==> config.mk <==
export PLATFORM = sky130hd
export DESIGN_NAME = qlops_top
export DESIGN_NICKNAME = d
export VERILOG_FILES = /design/src/shared/qlops_pkg.sv /design/src/hdl/qlops_top.sv
export SDC_FILE = /design/constraint.sdc
export NUM_CORES = 1
export LEC_CHECK = 0
export ABC_CLOCK_PERIOD_IN_PS = 3200
export BUFFER_PORTS_ARGS = -buffer_cell sky130_fd_sc_hd__buf_2
export CAP_MARGIN = 20
export CORE_MARGIN = 5
export CORE_UTILIZATION = 54
export CTS_CLUSTER_SIZE = 25
export DETAILED_ROUTE_END_ITERATION = 16
export PLACE_DENSITY = 0.76
export SYNTH_ARGS = -nofsm -noshare
export SYNTH_HDL_FRONTEND = slang
export SYNTH_SLANG_ARGS = --single-unit
==> constraint.sdc <==
create_clock -name ref_clk_i -period 3.2 [get_ports ref_clk_i]
set_clock_uncertainty 0.1 [all_clocks]
set_input_delay 0.48 -clock ref_clk_i [delete_from_list [all_inputs] [get_ports ref_clk_i]]
set_output_delay 0.48 -clock ref_clk_i [all_outputs]
set_load 0.05 [all_outputs]
==> src/shared/qlops_pkg.sv <==
// Purpose: Constants and types for the quadrature LO divider and phase select block.
// Assumes: ref_clk_i is the four-times-LO clock; sys_rst_i is the sync pulse.
// Notes:   Register offsets are serial-port byte addresses.
//
// How it works
// Divide the 4x LO clock by four to make 0 and 90 degree LO phases.
// Both LO phases are high two cycles, low two cycles: exact 50 percent duty.
// LO outputs come straight from flip-flops clocked by the 4x LO clock.
// Each channel has sixteen phase states, 22.5 degrees apart, set over serial port.
// Rotation equals code in bits 3..0 of byte 0x2D times 22.5 degrees.
// Equal codes give identical outputs; code plus one leads by one step.
// RESET forces every divider into one known state, aligning all channels.
// Controller sends one common RESET pulse to every device of an array.
// Serial port picks internal reference (default, 2 V p-p) or external one.
// After RESET falls, dividers count from the first following rising 4x edge.
// Controller holds RESET at least 20 ns, releasing before a rising 4x edge; the bench's first pulse is 3 clocks, 15 ns.
// Without RESET the divider may start in any of its four phase states.
// A phase code write changes only its channels, never the divider.
package qlops_pkg;

    // ------------------------------------------------------------------
    // Sizes
    // ------------------------------------------------------------------
    localparam int          NUM_CH      = 8;
    localparam int          CODE_W      = 4;
    localparam int          ADDR_W      = 13;
    localparam int          DATA_W      = 8;
    localparam int          INSTR_BITS  = 16;
    localparam int          FRAME_BITS  = 24;
    localparam int          CNT_W       = 5;

    // ------------------------------------------------------------------
    // Register map
    // ------------------------------------------------------------------
    localparam logic [12:0] REG_CHAN_SEL         = 13'h0005;
    localparam logic [12:0] REG_REF_SEL          = 13'h0018;
    localparam logic [12:0] REG_DEMOD_PHASE_CODE = 13'h002D;
    localparam int          PHASE_CODE_LSB       = 0;
    localparam int          QUAD_LSB             = 2;
    localparam int          REF_EXT_BIT          = 0;
    localparam int          INSTR_RW_BIT         = 15;

    // ------------------------------------------------------------------
    // Reset values
    // ------------------------------------------------------------------
    localparam logic [7:0]  CHAN_SEL_RESET = 8'hFF;
    localparam logic [3:0]  CODE_RESET     = 4'h0;
    localparam logic [1:0]  DIV_RESET      = 2'h0;
    localparam logic [7:0]  READ_NONE      = 8'h00;

    // ------------------------------------------------------------------
    // Timing of the sync pulse, held by the controller
    // ------------------------------------------------------------------
    localparam int          CLK_PERIOD_PS    = 5000;
    localparam int          RESET_MIN_NS     = 20;
    localparam int          RESET_MIN_CYCLES =
        (RESET_MIN_NS * 1000 + CLK_PERIOD_PS - 1) / CLK_PERIOD_PS;

    // ------------------------------------------------------------------
    // State
    // ------------------------------------------------------------------
    typedef struct packed {
        logic [1:0]                     div;
        logic                           lo_i;
        logic                           lo_q;
        logic [NUM_CH-1:0]              chan_i;
        logic [NUM_CH-1:0]              chan_q;
        logic [NUM_CH-1:0][CODE_W-1:0]  codes;
        logic [NUM_CH-1:0]              chan_sel;
        logic                           ref_ext;
        logic                           sclk_q;
        logic [CNT_W-1:0]               bit_cnt;
        logic [INSTR_BITS-1:0]          shift;
        logic                           rw;
        logic [ADDR_W-1:0]              addr;
        logic                           sdio;
        logic                           sdio_oe;
    } qlops_state_t;

endpackage

==> src/hdl/qlops_top.sv <==
// Purpose: Divide-by-4 quadrature LO generator with per-channel phase select
//          and the serial configuration port that programs it.
// Assumes: Serial port pins are sampled as synchronous inputs on ref_clk_i,
//          so SCLK must run at most a quarter of the 4x LO rate.
// Notes:   Quadrant of the code rotates the digital LO; the two low code bits
//          go to the analog interpolator as chan_fine_o.
`timescale 1ns/1ps
`default_nettype none
module qlops_top (
    input  wire logic                                    ref_clk_i,  // 4x LO clock
    input  wire logic                                    sys_rst_i,  // Sync pulse, high
    input  wire logic                                    sclk_i,     // Serial clock
    input  wire logic                                    csb_n_i,    // Serial select, low
    input  wire logic                                    sdio_i,     // Serial data in
    output logic                                         sdio_o,     // Serial data out
    output logic                                         sdio_oe_o,  // Drive enable
    output logic                                         lo_i_o,     // 0 degree LO
    output logic                                         lo_q_o,     // 90 degree LO
    output logic [qlops_pkg::NUM_CH-1:0]                 chan_i_o,   // Rotated I LO
    output logic [qlops_pkg::NUM_CH-1:0]                 chan_q_o,   // Rotated Q LO
    output logic [qlops_pkg::NUM_CH-1:0][1:0]            chan_fine_o,// Fine step
    output logic                                         ref_ext_o   // External ref
);
    import qlops_pkg::*;

    // ------------------------------------------------------------------
    // Helpers
    // ------------------------------------------------------------------

    // Gray form of the divider count advanced by a number of quadrants;
    // bit 1 is the I phase, bit 0 the Q phase, which leads I by 90 degrees.
    function automatic logic [1:0] rot_phase(input logic [1:0] cnt,
                                             input logic [1:0] quad);
        logic [1:0] b;
        b = 2'(cnt + quad);
        return {b[1], b[1] ^ b[0]};
    endfunction

    // Upper code bits pick a whole quadrant of the digital LO
    function automatic logic [1:0] code_quad(input logic [CODE_W-1:0] code);
        return code[QUAD_LSB +: 2];
    endfunction

    // Lower code bits are the sub-quadrant step left to the analog side
    function automatic logic [1:0] code_fine(input logic [CODE_W-1:0] code);
        return code[PHASE_CODE_LSB +: 2];
    endfunction

    // Lowest selected channel wins; an empty mask reads as code zero
    function automatic logic [CODE_W-1:0] lowest_code(input qlops_state_t st);
        logic [CODE_W-1:0] code;
        logic              found;
        code  = CODE_RESET;
        found = 1'b0;
        for (int c = 0; c < NUM_CH; c++) begin
            if (st.chan_sel[c] && !found) begin
                code  = st.codes[c];
                found = 1'b1;
            end
        end
        return code;
    endfunction

    // Register readback; unmapped addresses read as zero
    function automatic logic [7:0] reg_read(input qlops_state_t st,
                                            input logic [ADDR_W-1:0] a);
        logic [7:0] d;
        d = READ_NONE;
        unique case (a)
            REG_CHAN_SEL: begin
                d = st.chan_sel;
            end
            REG_REF_SEL: begin
                d[REF_EXT_BIT] = st.ref_ext;
            end
            REG_DEMOD_PHASE_CODE: begin
                d[PHASE_CODE_LSB +: CODE_W] = lowest_code(st);
            end
            default: begin
                d = READ_NONE;
            end
        endcase
        return d;
    endfunction

    // ------------------------------------------------------------------
    // State
    // ------------------------------------------------------------------
    qlops_state_t s;
    qlops_state_t next_s;

    logic                     sclk_rise;
    logic                     sclk_fall;
    logic [1:0]               next_div;
    logic [ADDR_W-1:0]        instr_addr;
    logic [DATA_W-1:0]        wr_data;

    always_comb begin
        next_s     = s;
        sclk_rise  = sclk_i & ~s.sclk_q;
        sclk_fall  = ~sclk_i & s.sclk_q;
        instr_addr = {s.shift[ADDR_W-2:0], sdio_i};
        wr_data    = {s.shift[DATA_W-2:0], sdio_i};

        // --------------------------------------------------------------
        // Divider
        // --------------------------------------------------------------
        // Only the sync pulse gives the count a known start; from power-up
        // alone it may sit in any of its four phases.
        // Free count by four; no other input touches it, so a register
        // write cannot slip its phase.
        next_div   = 2'(s.div + 2'h1);
        next_s.div = next_div;
        // Outputs are flops fed from the next count, so every LO edge is
        // set by the 4x clock alone and sits exactly two cycles apart;
        // input clock asymmetry never enters.
        {next_s.lo_i, next_s.lo_q} = rot_phase(next_div, 2'h0);
        for (int c = 0; c < NUM_CH; c++) begin
            // Same code, same quadrant, same flop timing for every channel;
            // a larger code advances the phase.
            {next_s.chan_i[c], next_s.chan_q[c]} =
                rot_phase(next_div, code_quad(s.codes[c]));
        end

        // --------------------------------------------------------------
        // Serial port
        // --------------------------------------------------------------
        // SCLK is oversampled on the 4x clock, so each SCLK phase must span
        // two or more clocks; rises past the last data bit are ignored, as
        // there is no streaming mode.
        next_s.sclk_q = sclk_i;
        if (csb_n_i) begin
            next_s.bit_cnt = '0;
            next_s.sdio_oe = 1'b0;
        end else begin
            if (sclk_rise && s.bit_cnt != CNT_W'(FRAME_BITS)) begin
                next_s.shift   = {s.shift[INSTR_BITS-2:0], sdio_i};
                next_s.bit_cnt = CNT_W'(s.bit_cnt + 1'b1);
                if (s.bit_cnt == CNT_W'(INSTR_BITS - 1)) begin
                    next_s.rw   = s.shift[INSTR_RW_BIT - 1];
                    next_s.addr = instr_addr;
                    // Read data waits in the top byte for the falling edges
                    next_s.shift = {reg_read(s, instr_addr), READ_NONE};
                end
                if (s.bit_cnt == CNT_W'(FRAME_BITS - 1) && !s.rw) begin
                    unique case (s.addr)
                        REG_DEMOD_PHASE_CODE: begin
                            // Only selected channels take the code
                            for (int c = 0; c < NUM_CH; c++) begin
                                if (s.chan_sel[c]) begin
                                    next_s.codes[c] = wr_data[PHASE_CODE_LSB +: CODE_W];
                                end
                            end
                        end
                        REG_CHAN_SEL: begin
                            next_s.chan_sel = wr_data;
                        end
                        REG_REF_SEL: begin
                            next_s.ref_ext = wr_data[REF_EXT_BIT];
                        end
                        default: begin
                            // Unmapped writes are dropped
                        end
                    endcase
                end
            end
            if (sclk_fall && s.rw && s.bit_cnt >= CNT_W'(INSTR_BITS)
                    && s.bit_cnt < CNT_W'(FRAME_BITS)) begin
                next_s.sdio    = s.shift[INSTR_BITS-1];
                next_s.sdio_oe = 1'b1;
            end
        end
    end

    // ------------------------------------------------------------------
    // Registers
    // ------------------------------------------------------------------
    // The sync pulse loads reset values into the whole block (codes to zero, chan_sel to all ones), so
    // software must reprogram codes after each pulse. Release lets the
    // first rising edge step the divider from its known count.
    always_ff @(posedge ref_clk_i or posedge sys_rst_i) begin
        if (sys_rst_i) begin
            s.div      <= DIV_RESET;
            s.lo_i     <= 1'b0;
            s.lo_q     <= 1'b0;
            s.chan_i   <= '0;
            s.chan_q   <= '0;
            s.codes    <= {NUM_CH{CODE_RESET}};
            s.chan_sel <= CHAN_SEL_RESET;
            s.ref_ext  <= 1'b0;
            s.sclk_q   <= 1'b0;
            s.bit_cnt  <= '0;
            s.shift    <= '0;
            s.rw       <= 1'b0;
            s.addr     <= '0;
            s.sdio     <= 1'b0;
            s.sdio_oe  <= 1'b0;
        end else begin
            s <= next_s;
        end
    end

    // ------------------------------------------------------------------
    // Outputs
    // ------------------------------------------------------------------
    always_comb begin
        sdio_o    = s.sdio;
        sdio_oe_o = s.sdio_oe;
        lo_i_o    = s.lo_i;
        lo_q_o    = s.lo_q;
        chan_i_o  = s.chan_i;
        chan_q_o  = s.chan_q;
        ref_ext_o = s.ref_ext;
        for (int c = 0; c < NUM_CH; c++) begin
            chan_fine_o[c] = code_fine(s.codes[c]);
        end
    end

endmodule
`default_nettype wire

# Yosys cells after proc, flatten, opt, wreduce, memory -nomap -nowiden
# Index checks and enable logic that the tools add are counted.
# totals
regBits	99
wordCells	143
inputBits	5
out_inout_bits	37
n_memories	0
latchBits	0
mem_bits_ro	0
ram_bits	0
# classes
div_mod_pow	0
mux	51
n_lt_le_gt_ge	2
shifts	0
n_bitwise	14
eq_ne	9
reduce_logical	35
addsub	10
multipliers	0
# op_table
op	n
5-bit AND reduction	8
1-bit two-way mux	37
4-bit two-way mux	9
35-bit two-way mux	1
30-bit two-way mux	1
13-bit by 3-bit equality test with 1-bit output, second input constant	2
13-bit by 5-bit equality test with 1-bit output, second input constant	2
13-bit by 6-bit equality test with 1-bit output, second input constant	2
2-bit adder	8
1-bit logical AND	12
1-bit XOR	9
1-bit zero test	8
4-bit AND reduction	2
3-bit one-hot mux with 2 select lines	1
5-bit by 1-bit adder with 5-bit output, second input constant	1
5-bit by 4-bit equality test with 1-bit output, second input constant	1
5-bit equality test, second input constant	1
5-bit greater-or-equal comparator, second input constant	1
5-bit less-than comparator, second input constant	1
5-bit two-way mux	1
5-bit != test, second input constant	1
2-bit AND reduction	2
2-bit nonzero test	2
1-bit inverter	3
other kinds (4)	5

# Depth between registers and ports, before layout
# Gate-level depths: netlist (run 1).
# depth
word_depth	54
depth_mapped	9
ltp_nobuf	8

# Worst setup path after synthesis (run 1)
# No wires, ideal clock.
# synth_timing
path_type	input to register
startpoint	input port csb_n_i
endpoint	register s[39] in the netlist's numbering
required_ns	3.018
n_path_buf	1
setup_slack_ns	0.902
path_stages	6
t_arrival_ns	2.116
setup_ns	0.082
path_cell_list	buf_6 or3b_1 nand4bb_1 nand3b_4 nor4_4 mux2_2
# synth_via
elab_chain_len	2
# synth_rtl
item	line	source
start: declaration	qlops_top.sv:13	input wire logic csb_n_i,
1-bit inverter (no source line)	-	
4-bit AND reduction (no source line)	-	
end signal: assignment	qlops_top.sv:199	s <= next_s;
end: declaration	qlops_top.sv:89	qlops_state_t s;
# No other way between the ends.
# A chain may end at the register's enable or synchronous reset.

# Worst setup path in the final report (run 1)
# layout_timing
startpoint	register s[32] in the netlist's numbering
endpoint	register s[6] in the netlist's numbering
# layout_via
elab_chain_len	3
elab_cells_between_ends	4
cone_classes	eq/ne: 2; reduce/logical: 2
# layout_rtl
item	line	source
5-bit != test	qlops_top.sv:136	if (sclk_rise && s.bit_cnt != CNT_W'(FRAME_BITS)) begin
1-bit logical AND	qlops_top.sv:136	
3-bit AND reduction (no source line) (*)	-	
# Mark *: on every way between the ends. The rest lies on a longest branch, timed or not.

==> results of run 1 <==
## state kept, by name, summed over array words and instances (netlist names)
register and flops:
s 50, chan_fine_o 16, sdio_o 1, sdio_oe_o 1
lo_q_o 1, chan_i_o 8, instr_addr 12, chan_q_o 8
ref_ext_o 1
## per-stage QoR
stage | cell area [sq um] | hold slack, ps | utilization, % | setup WS [ps] | total power [mW]
CTS | 5050 | 116 | 58.2 | 700 | 2.38
global route | 5050 | 126 | 58.2 | 441 | 2.46
global placement | 4840 | 338 | 55.8 | 739 | 1.54
detailed placement | 4840 | 354 | 55.8 | 692 | 1.55
floorplan | 4780 | 342 | - | 71.2 | 1.48
finish | 5050 | 131 | 58.2 | 706 | 2.35
## layout by cell type (no fill, tap or decap), types with 3 or more instances in the layout
cell and instances:
dfrtp_1 90, mux2_2 55, nand2_1 47, buf_2 41, xnor2_1 18, nor2_1 17
o21ai_0 12, inv_1 11, nand3_1 11, ha_1 11, xor2_1 10, nor2b_1 9
clkbuf_8 9, a21oi_1 8, dfstp_2 8, nor3_1 6, nor4_1 5, a31oi_1 5
a22oi_1 4, nand2b_1 4, o211ai_1 4, a221oi_1 3, inv_6 3
## cells in the mapped netlist, drive strengths merged (3+ instances only)
cell | instances | area [sq um]
nor4 | 6 | 52.6
nand3 | 11 | 55.1
dfrtp | 90 | 2250
o211ai | 4 | 30.0
xor2 | 10 | 87.6
a21oi | 8 | 40.0
nand2 | 47 | 176
a31oi | 5 | 31.3
nor3 | 6 | 30.0
ha | 11 | 138
xnor2 | 18 | 158
nor2 | 17 | 63.8
nor2b | 9 | 56.3
o21ai | 12 | 60.1
dfstp | 8 | 210
clkbuf | 15 | 56.3
mux2 | 55 | 619
buf | 35 | 262
a22oi | 4 | 30.0
nand2b | 4 | 25.0
a221oi | 3 | 26.3
nand3b | 3 | 35.0
inv | 12 | 45.0
## final timing paths
kind                       startpoint      to  slack, ps  depth (start not counted)
min in group asynchronous   sys_rst_i  sdio_o        150                          2
hold / removal                 sclk_i   s[37]        130                          1
setup / recovery                s[32]    s[6]        710                          6
setup reg to reg                s[32]    s[6]        710                          6
max in group asynchronous   sys_rst_i   s[45]       2120                          3
hold reg to reg                 s[98]  lo_q_o        360                          1
## layer usage
| metal | vias up | GRT usage (%) |
|---|---|---|
| met5 | - | 0 |
| met4 | 0 | 7.68 |
| met3 | 14 | 2.98 |
| met2 | 85 | 28.1 |
| met1 | 1610 | 25.4 |
| li1 | 1439 | - |
## logic make-up (layout without fill, tap and decap cells)
group                      after synthesis  after routing  synth area share (%)
and+or+nand+nor                        114            114                  12.3
DFF                                     98             98                  51.5
buffers and inverters                   62             72                  7.59
muxes                                   57             57                  13.4
AOI/OAI and AO/OA                       52             52                  7.30
xor gates and xnor gates                28             28                  5.13
adders and majority gates               11             11                  2.88
## worst max-delay path: cells and delay by family (launching register included)
family                   cells  cell delay [ps]
multiplexers                 1              450
flip-flops                   1              430
adder cells (fa/ha/maj)      2              640
AND/OR/NAND/NOR              3              740
## power by group through the flow
stage	clock network (mW)	registers (mW)	logic, mW
after floorplan	0	1.35	0.133
after global placement	0	1.39	0.143
after detailed placement	0	1.40	0.150
after CTS	0.855	1.37	0.151
after global routing	0.903	1.38	0.172
final	0.834	1.37	0.147
## layout make-up
class	instances	area (sq um)
clock buffer	9	124
timing repair buffer	44	240
fill	729	3630
multi-input combinational	262	1960
clock inverter	7	81.3
inverter	12	47.5
tap	108	135
sequential	98	2460
==> summary.md, run 1 <==
TritonCTS created 9 clock buffers. Via count of the routed design: 3148. The congestion estimate from routability-driven global placement came to 0.922. In this design, the stage delay of the slowest critical-path cell is 550 ps.

The number of placed instances, taps included, is 524. Summed over all layers, the routed wires come to 9.32 mm. The first-pass detailed-route iteration total was 4; the CTS clock-pin slew for the worst setup and hold paths was 100 ps. The type of element capturing the critical path was a register. The H-tree was split into 3 levels. The count of endpoints failing hold in the final timing report is 0. The number of synthesized register bits was 98; the total congestion overflow was 0.

Synthesis produced 422 cells. During synthesis, Yosys emitted a total of 0 warnings. For this run, the register share of the synthesized area comes to 51.5%. In the synthesized netlist the async set-or-reset flop fraction comes to 100%. Type of the worst setup path: register to register. The synthesized netlist contains 47 unique library cells. Clock latency on the worst-skew pair, taken at its later pin, is 370 ps. The measured slew at the worst slew-check pin was 780 ps; the number of DRC violations after detailed routing was 0. The internal portion of the total power is 1.72 mW.

Number of diodes: 0. The average instance in the mapped netlist occupies 11.3 sq um. Clock tree synthesis found a total of 98 sinks. Walking the worst path, the cells encountered are ha_1, nand2_1, nor2_1, ha_1, nand2_1, mux2_2. Max-cap violations in this run came to 0.

Post-CTS timing repair inserted 0 buffers for setup. The synthesized design contains 0 enable-type register cells. The post-route netlist has 29.6% of its cells at a drive strength greater than 1. The number of input and output port buffers inserted is 41, and the time the worst path needs with I/O delays and setup is 2490 ps. Dividing total power by cell area gives a power density of 466 mW/mm^2.

The overall die area came out at 0.0108 sq mm. Leaving out filler cells and counting taps, the final layout contains 540. Once detail routing completed, the nets flagged for antenna violations numbered 0.

The number of global-route vias before repair is 3193. Entering global routing, the biggest net connects 65 pins. For this run, the post-layout net count is 443. Global routing used 18.2% of the available tracks across all layers. The switching part of the total was 26.9%; the number of antenna violations at the first check in global routing was 0. The first global-routing pass estimated 16.1 mm of wire. Row generation in the floorplan step produced 34 rows.

Floorplan die width: 104 microns. The critical-path cell with the highest stage delay was nand2_1. After detailed routing, the met3 layer carries 453 microns of wire. After clock tree synthesis, the flow added hold-fix buffers numbering 0. The met1 layer wirelength in the final routing is 4.20 mm, and the area of the placeable core is 0.00868 sq mm. The biggest fanout along the worst timing path is 17, and the net switching power of the design is 0.633 mW.

The worst slew slack as a fraction of its limit is 48.0%, and the average via count per standard cell is 5.83. Once the floorplan was initialized, standard cells occupied 55.1% of the core. Data on the critical path is required at its endpoint by 3350 ps. The run gives 0 ps as the accumulated negative setup slack. Class of the tightest hold or removal check: input pin to register. For the fraction of power consumed by sequential logic, the log shows 58.3%.

STA classifies the critical path startpoint as a register. The flow ran to the end, and the final reports show no timing, DRC or antenna violations. No sink is reached through more buffers than the 2 on the longest clock path. Summed over all nets, the half-perimeter wirelength after detailed placement is 6.46 mm.

Cell area after synthesis: 0.00478 sq mm. The critical path data arrival time is 2640 ps. The tools report the worst supply voltage drop on vdd as 0.218 mV. The highest metal layer carrying signal wires in the routed design is met4. The number of violations reported at the end of detailed-routing iteration 0 is 122, and the number of max-slew violations in the final report is 0. Of the available clock period, the critical path in the final layout requires 77.9%.

The analysis attributes to cell leakage a power of 2.43 nW. Of the total power, the clock network draws 35.4%. TritonCTS built the clock tree. When the netlist entered floorplanning its net count stood at 438. Top flip-flop cell by instance count after synthesis: dfrtp_1.

Setup repair after global routing left no endpoint under its margin. The area growth from synthesis to layout is 5.55%. The root buffer cell chosen for the clock tree is clkbuf_8. Setup violations remaining at the end of the flow were counted as 0. Gates resized during post-CTS repair numbered 0. In this run the vertical extent of the chip is 104 microns. The logs give 42 for the number of primary I/O pins and 6.3% for the combinational share of power.

The wire length per cell came out at 17.3 microns. The fmax is 0.401 GHz, and the routed length on met2 is 4.50 mm.
(Power assumes the default switching activity.)
==> run 2: changes to the inputs <==
--- a/config.mk
+++ b/config.mk
@@ -5,7 +5,8 @@
 export SDC_FILE = /design/constraint.sdc
 export NUM_CORES = 1
 export LEC_CHECK = 0
-export ABC_CLOCK_PERIOD_IN_PS = 3200
+export ABC_AREA = 1
+export ABC_CLOCK_PERIOD_IN_PS = 2200
 export BUFFER_PORTS_ARGS = -buffer_cell sky130_fd_sc_hd__buf_2
 export CAP_MARGIN = 20
 export CORE_MARGIN = 5
==> constraint.sdc (replaced) <==
create_clock -name ref_clk_i -period 2.2 [get_ports ref_clk_i]
set_clock_uncertainty 0.1 [all_clocks]
set_input_delay 0.33 -clock ref_clk_i [delete_from_list [all_inputs] [get_ports ref_clk_i]]
set_output_delay 0.33 -clock ref_clk_i [all_outputs]
set_load 0.05 [all_outputs]
==> summary.md, run 2 <==
The run finished, with violations left. The final reports fail on negative hold slack. For the total congestion overflow, the log shows 0 (unchanged). The time the worst path needs with I/O delays and setup is 2010 ps (-486 ps), and the floorplan die width is 104 microns (-0.51%).

The total length of routed met3 wires was 533 microns (+18%). The run gives 526 (+25%) as the synthesized instance count. Setup repair after global routing left no endpoint under its margin. After synthesis, the most frequently instantiated cells are nand2_1 (111), dfrtp_1 (90), o21ai_0 (70).

The accumulated negative setup slack is 0 ps (unchanged). The type of the worst setup path was register to register. The worst-case setup margin in the final layout is 192 ps (-514 ps). The share of synthesized area occupied by flip-flops and latches was 52.1% (+0.59 points).

The number of distinct library cells after synthesis was 34 (-28%). The total nets after synthesis is 542 (+24%), and the worst supply voltage drop on vdd is 0.412 mV (+89%). The clock sink count came out at 98 (unchanged).

The number of enable-type register cells in the synthesized netlist is 0 (unchanged), and the biggest fanout along the worst timing path is 8 (-9). The share of synthesized flip-flops with an asynchronous set or reset came out at 100% (unchanged). The area share of the leading cell type in the synthesized netlist was 47.6% (+0.54 points). The overall die area came out at 0.0107 sq mm (-1.0%). The biggest area contributor in the post-synthesis netlist is dfrtp_1.

The number of violations reported at the end of detailed-routing iteration 0 is 155 (+27%). The maximum clock insertion buffer count was 2 (unchanged); the vertical extent of the die was 104 microns (-0.51%). The share of the core filled with cells is 58.7% (+0.55 points), and the fmax is 0.498 GHz (+24%). Most frequent cell after synthesis: nand2_1. The leakage dissipation was 2.42 nW (-0.45%).

The register ranked first by flip-flop count was s. The worst slew slack as a fraction of its limit came out at 59.7% (+12 points). By area the synthesized netlist is led by dfrtp_1 (48%), nand2_1 (8.8%), o21ai_0 (7.4%).

The via count of the routed design is 3569 (+13%). The tools report the number of primary I/O pins as 42 (unchanged). The run gives 3 (unchanged) as the total number of H-tree levels. Leaving out fill and tap cells, the most frequent cells in the layout are nand2_1 (111), dfrtp_1 (90), o21ai_0 (70), inv_1 (46), buf_2 (41). The tools report the total of max-cap violations as 0 (unchanged). Average via count per standard cell: 5.42 (-7.0%). The tools report the number of global-route vias before repair as 3438 (+7.7%).

The placer's final routability congestion estimate was 0.814 (-12%); the maximum number of pins on one net before global-route repair was 99 (+52%). The endpoint required time on the critical path was 2380 ps (-970 ps). For the cell area after synthesis, the log shows 0.00473 sq mm (-1.1%).

The class of the tightest hold or removal check was input pin to asynchronous set/reset pin. The first-pass detailed-route iteration total was 4 (unchanged); the initial cell density of the core was 54.8% (-0.35 points). For the number of diodes, the log shows 0 (unchanged).

The wire length per cell was 15.1 microns (-12%); the worst setup timing slack at the placement stage was 86.5 ps (-605 ps). Final setup violation count: 0 (unchanged). The tools report the type of element capturing the critical path as a register. Post-route clock period utilization: 91.3% (+13 points). The number of synthesized register bits was 98 (unchanged). The tools report the number of DRC violations after detailed routing as 0 (unchanged).

Leaving out fill and tap cells, the most frequent cell in the layout is nand2_1. The tools report the critical path launch point type as a register. For the first-pass GRT wire length, the log shows 16.9 mm (+4.8%). The fraction of layout cells with a size suffix above 1 was 16.2% (-13 points). The global-route usage over all layers is 19.2% (+1.0 points). Clock tree synthesis selected as its root buffer the cell clkbuf_8.

The number of antenna violations at the first check in global routing was 0 (unchanged). The power density over the cells was 633 mW/mm^2 (+36%); the number of clock buffers inserted by TritonCTS was 9 (unchanged). The tools report the count of endpoints failing hold in the final timing report as 2 (+2). The critical path data arrival time was 2190 ps (-450 ps). The tools report the area of the placeable core as 0.00864 sq mm (-0.49%). The tools report the number of max-slew violations in the final report as 0 (unchanged). The detailed router used layers up to and including met4. Relative to the synthesized area, the layout overhead comes to 7.22%. The routed length on met2 was 4.94 mm (+9.8%).

The CTS clock-pin slew for the worst setup and hold paths came out at 90 ps (about the same). The logs give 4.25 mm (+1.1%) for the met1 layer wirelength in the final routing and -7.45 ps (-138 ps) for the minimum hold slack. The number of nets in the finished design was 561 (+27%); the detailed-route wire length was 9.95 mm (+6.7%).

Number of input and output port buffers inserted: 41 (unchanged). The sum of net half-perimeters after detailed placement came out at 6.97 mm (+7.8%). The number of routed nets with antenna violations is 0 (unchanged). TritonCTS built the clock tree.

The run gives 370 ps (about the same) as the insertion delay to the later sink of the worst-skew pair. The number of flip-flops in the largest register works out to 50 (unchanged). The average cell area after synthesis works out to 8.99 sq um (-21%). The run gives 0 (unchanged) as the number of synthesis warnings.

Measured slew at the worst slew-check pin: 604 ps (-176 ps). The most used flip-flop cell after synthesis is dfrtp_1. The tools report the total number of placement rows as 34 (unchanged).
[run 2: repair_timing]
action | 4_1_cts | 5_1_grt
endpoints found under the setup margin | 0 | 23
hold buffers | 1 | 0
endpoints found under the hold margin | 1 | 0
buffers inserted | 0 | 1
gates resized for setup | 0 | 3
[run 2: path summary, 6_finish.rpt]
| path | start | to | slack [ps] | cells past startpoint |
|---|---|---|---|---|
| setup reg to reg | s[32] | chan_fine_o[15] | 190 | 8 |
| hold / removal | sys_rst_i | s[5] | -7 | 3 |
| max in group asynchronous | sys_rst_i | s[46] | 1630 | 3 |
| setup / recovery | s[32] | chan_fine_o[15] | 190 | 8 |
| min in group ref_clk_i | sdio_i | instr_addr[1] | 170 | 3 |
| hold reg to reg | s[98] | lo_q_o | 390 | 1 |
[run 2: through the flow]
stage               total power [mW]  hold WS, ps  cells  area (sq um)
floorplan                       2.09          261    526          4730
global placement                2.19          364    640          4870
detailed placement              2.20          375    640          4870
CTS                             3.23         17.2    657          5050
global route                    3.34         50.1    658          5070
finish                          3.21        -7.45    658          5070
[run 2: worst max-delay path, cell delays in order (launching register included)]
cell     delay (ps)
dfrtp_1         380
inv_1            80
ha_1            190
nand4_1         110
nand3_2         160
or2_2           340
nor3_1          140
nand2_1         190
o21ai_0         230
[run 2: layer usage]
metal | global-route usage, % | up-vias
met4 | 7.40 | 0
met1 | 25.2 | 1714
met2 | 31.4 | 103
li1 | - | 1734
met3 | 3.79 | 18
met5 | 0 | -
[run 2: kinds of logic (layout without fill, tap and decap cells)]
family / after synthesis / in the layout / share of synthesized area, %
muxes: 1 / 1 / 0.238
and+or+nand+nor: 203 / 203 / 19.4
xor gates and xnor gates: 25 / 25 / 4.79
buffers and inverters: 95 / 119 / 10.2
DFF: 98 / 98 / 52.1
adders and majority gates: 11 / 11 / 2.91
AOI/OAI and AO/OA: 93 / 93 / 10.4
[run 2: power breakdown]
| part | switching (mW) | total [mW] | internal (mW) |
|---|---|---|---|
| sequential | 0.0475 | 1.91 | 1.86 |
| combinational | 0.186 | 0.257 | 0.0711 |
| clock | 0.629 | 1.04 | 0.413 |
| total | 0.863 | 3.21 | 2.35 |
[run 2: cell type report]
cell class / count / area, sq um
inverters: 49 / 188
fillers: 781 / 3560
clock buffers: 10 / 128
clock inverters: 6 / 42.5
flip-flops and latches: 98 / 2460
repair buffers: 54 / 318
well taps: 108 / 135
multi-input cells: 333 / 1800
==> run 3: changes to the inputs <==
--- a/config.mk
+++ b/config.mk
@@ -9,6 +9,7 @@
 export ABC_CLOCK_PERIOD_IN_PS = 2200
 export BUFFER_PORTS_ARGS = -buffer_cell sky130_fd_sc_hd__buf_2
 export CAP_MARGIN = 20
+export CORE_ASPECT_RATIO = 1.2
 export CORE_MARGIN = 5
 export CORE_UTILIZATION = 54
 export CTS_CLUSTER_SIZE = 25
==> summary.md, run 3 (synthesis gave the netlist of run 2 again) <==
The flow ran to the end, but the final reports show violations. The checks that failed: negative hold slack. Setup repair after global routing could not meet its margin everywhere. The number of DRC violations after detailed routing is 0 (unchanged). The logs give 99 (unchanged) for the maximum number of pins on one net before global-route repair and 0 (unchanged) for the number of diodes. The tools report the total of max-cap violations as 0 (unchanged). Type of the worst setup path: register to register. Critical path launch point type: a register. The post-route clock period utilization works out to 93.6% (+2.3 points).

For the first-pass detailed-route iteration total, the log shows 4 (unchanged). The sum of net half-perimeters after detailed placement was 7.27 mm (+4.3%). The path class of the tightest hold or removal check is input pin to asynchronous set/reset pin. The number of flip-flops in the largest register is 50 (unchanged), and the vertical extent of the die is 113 microns (+8.6%). The worst slew slack as a fraction of its limit was 58.4% (-1.3 points).

The measured slew at the worst slew-check pin is 623 ps (+19.2 ps). For the instance area at placement, the log shows 0.00490 sq mm (+0.69%). The number of violations reported at the end of detailed-routing iteration 0 is 222 (+43%). The worst setup path is captured at a register. The number of nets in the finished design was 562 (+0.18%); the floorplan die width was 95.4 microns (-7.9%). The run gives 0 (-1) as the hold-fix buffer count after cts. The area growth from synthesis to final layout is 7.86%, and the area of the placeable core is 0.00856 sq mm (-0.83%).

The time the worst path needs with I/O delays and setup was 2060 ps (+50.5 ps). The final design area excluding fillers came out at 0.00510 sq mm (+0.59%). The endpoint required time on the critical path came out at 2350 ps (-30 ps). For the number of antenna violations at the first check in global routing, the log shows 0 (unchanged). The fmax was 0.486 GHz (-2.5%). The run gives 3 (unchanged) as the total number of H-tree levels. For the final setup violation count, the log shows 0 (unchanged). Number of primary I/O pins: 42 (unchanged). The CTS clock-pin slew for the worst setup and hold paths came out at 90 ps (about the same). The average via count per standard cell came out at 5.37 (-1.1%). Fraction of layout cells with a size suffix above 1: 17.1% (+0.88 points). The placer's final routability congestion estimate was 0.869 (+6.7%); the global-route usage over all layers was 20.3% (+1.1 points).

The detailed-route wire length was 10.2 mm (+2.2%). The worst supply voltage drop on vdd was 0.410 mV (-0.46%); the total chip power was 3.25 mW (+1.3%). The clock sink count came out at 98 (unchanged).

The overall die area was 0.0107 sq mm (about the same). In the layout the commonest cells are nand2_1 (108), dfrtp_1 (90), o21ai_0 (70), inv_1 (46), buf_2 (41). Total number of placement rows: 37 (+8.8%). The number of fill cells in the layout is 755 (-3.3%), and the total congestion overflow is 0 (unchanged).

The register ranked first by flip-flop count was s. The maximum clock insertion buffer count is 2 (unchanged), and the critical path data arrival time is 2210 ps (+20 ps). The run gives 16.8 mm (-0.41%) as the first-pass GRT wire length. The logs give 2.44 nW (+0.68%) for the leakage dissipation and 0 (unchanged) for the number of routed nets with antenna violations. The number of max-slew violations in the final report came out at 0 (unchanged). The minimum hold slack came out at -19.1 ps (-11.6 ps).

The insertion delay to the later sink of the worst-skew pair was 370 ps (about the same). The logs give 38 (+36) for the count of endpoints failing hold in the final timing report and 9 (unchanged) for the number of clock buffers inserted by TritonCTS. The tools report the clock root buffer as clkbuf_8. The biggest fanout along the worst timing path was 8 (unchanged).

Most common library cell in the layout ignoring fill and taps: nand2_1. TritonCTS built the clock tree. Power density over the cells: 638 mW/mm^2 (+0.68%). For the minimum setup slack among reg-to-reg paths, the log shows 140 ps (-50 ps).

The number of input and output port buffers inserted was 41 (unchanged); the wire length per cell was 15.2 microns (+0.71%). Via count of the routed design: 3584 (+0.42%). Initial cell density of the core: 55.2% (+0.46 points). Number of global-route vias before repair: 3588 (+4.4%).
## run 3: cell count changes in the layout (fill, tap and decap cells not counted), sizes merged
| cell | previous run | this run |
|---|---|---|
| clkinvlp | 3 | 2 |
| buf | 53 | 55 |
| clkbuf | 10 | 12 |
| dlygate4sd3 | 1 | 0 |
| inv | 47 | 46 |
## run 3: path summary, 6_finish.rpt
path | endpoint | from | cells past startpoint
min in group ref_clk_i | s[37] | sclk_i | 1
max reg2reg | chan_fine_o[5] | s[32] | 9
min reg2reg | sdio_oe_o | sdio_oe_o | 2
max in group asynchronous | s[44] | sys_rst_i | 3
min | chan_i_o[1] | sys_rst_i | 3
max | chan_fine_o[5] | s[32] | 9
## run 3: routing by layer
layer  up-vias  GRT usage [%]  wire length, microns
li1       1734              -                     -
met3        22           3.22                   768
met5         -              0                     0
met1      1703           24.1                  4070
met2       125           34.0                  5130
met4         0           12.1                   208
## run 3: power breakdown
part           leakage [nW]  internal (mW)  switching (mW)
clock network        0.0924          0.472           0.616
logic                  1.10         0.0707           0.182
registers              1.25           1.86          0.0481
total                  2.44           2.41           0.846
## run 3: worst max-delay path, stage by stage (launching register included)
cell     delay, ps
dfrtp_1        390
inv_1           90
ha_1           200
nand4_1         80
nand3_1        190
or2_2          370
nor3_1         190
nand2_2        160
nand2_1         90
o21ai_0         90
## run 3: stage by stage
step	utilization, %	hold slack [ps]	setup WS (ps)	setup TNS, ps	std cells
after floorplan	-	261	320	0	526
after global placement	57.3	360	257	0	652
after detailed placement	57.3	365	190	0	652
after CTS	59.4	5.48	160	0	668
after global routing	59.6	14.4	-12.1	-12.1	668
final	59.6	-19.1	142	0	668
## run 3: what timing repair did
action | 4_1_cts | 5_1_grt
gates resized for setup | 0 | 5
hold endpoints to repair | 0 | 0
setup buffers | 0 | 0
setup endpoints to repair | 0 | 13
## run 3: layout make-up
class | instances | area (sq um) | share of cell area [%]
Timing Repair Buffer | 55 | 323 | 6.33
Multi-Input combinational cell | 333 | 1800 | 35.3
Inverter | 49 | 188 | 3.68
Clock inverter | 4 | 26.3 | 0.515
Sequential cell | 98 | 2460 | 48.3
Tap cell | 117 | 146 | 2.87
Clock buffer | 12 | 155 | 3.04
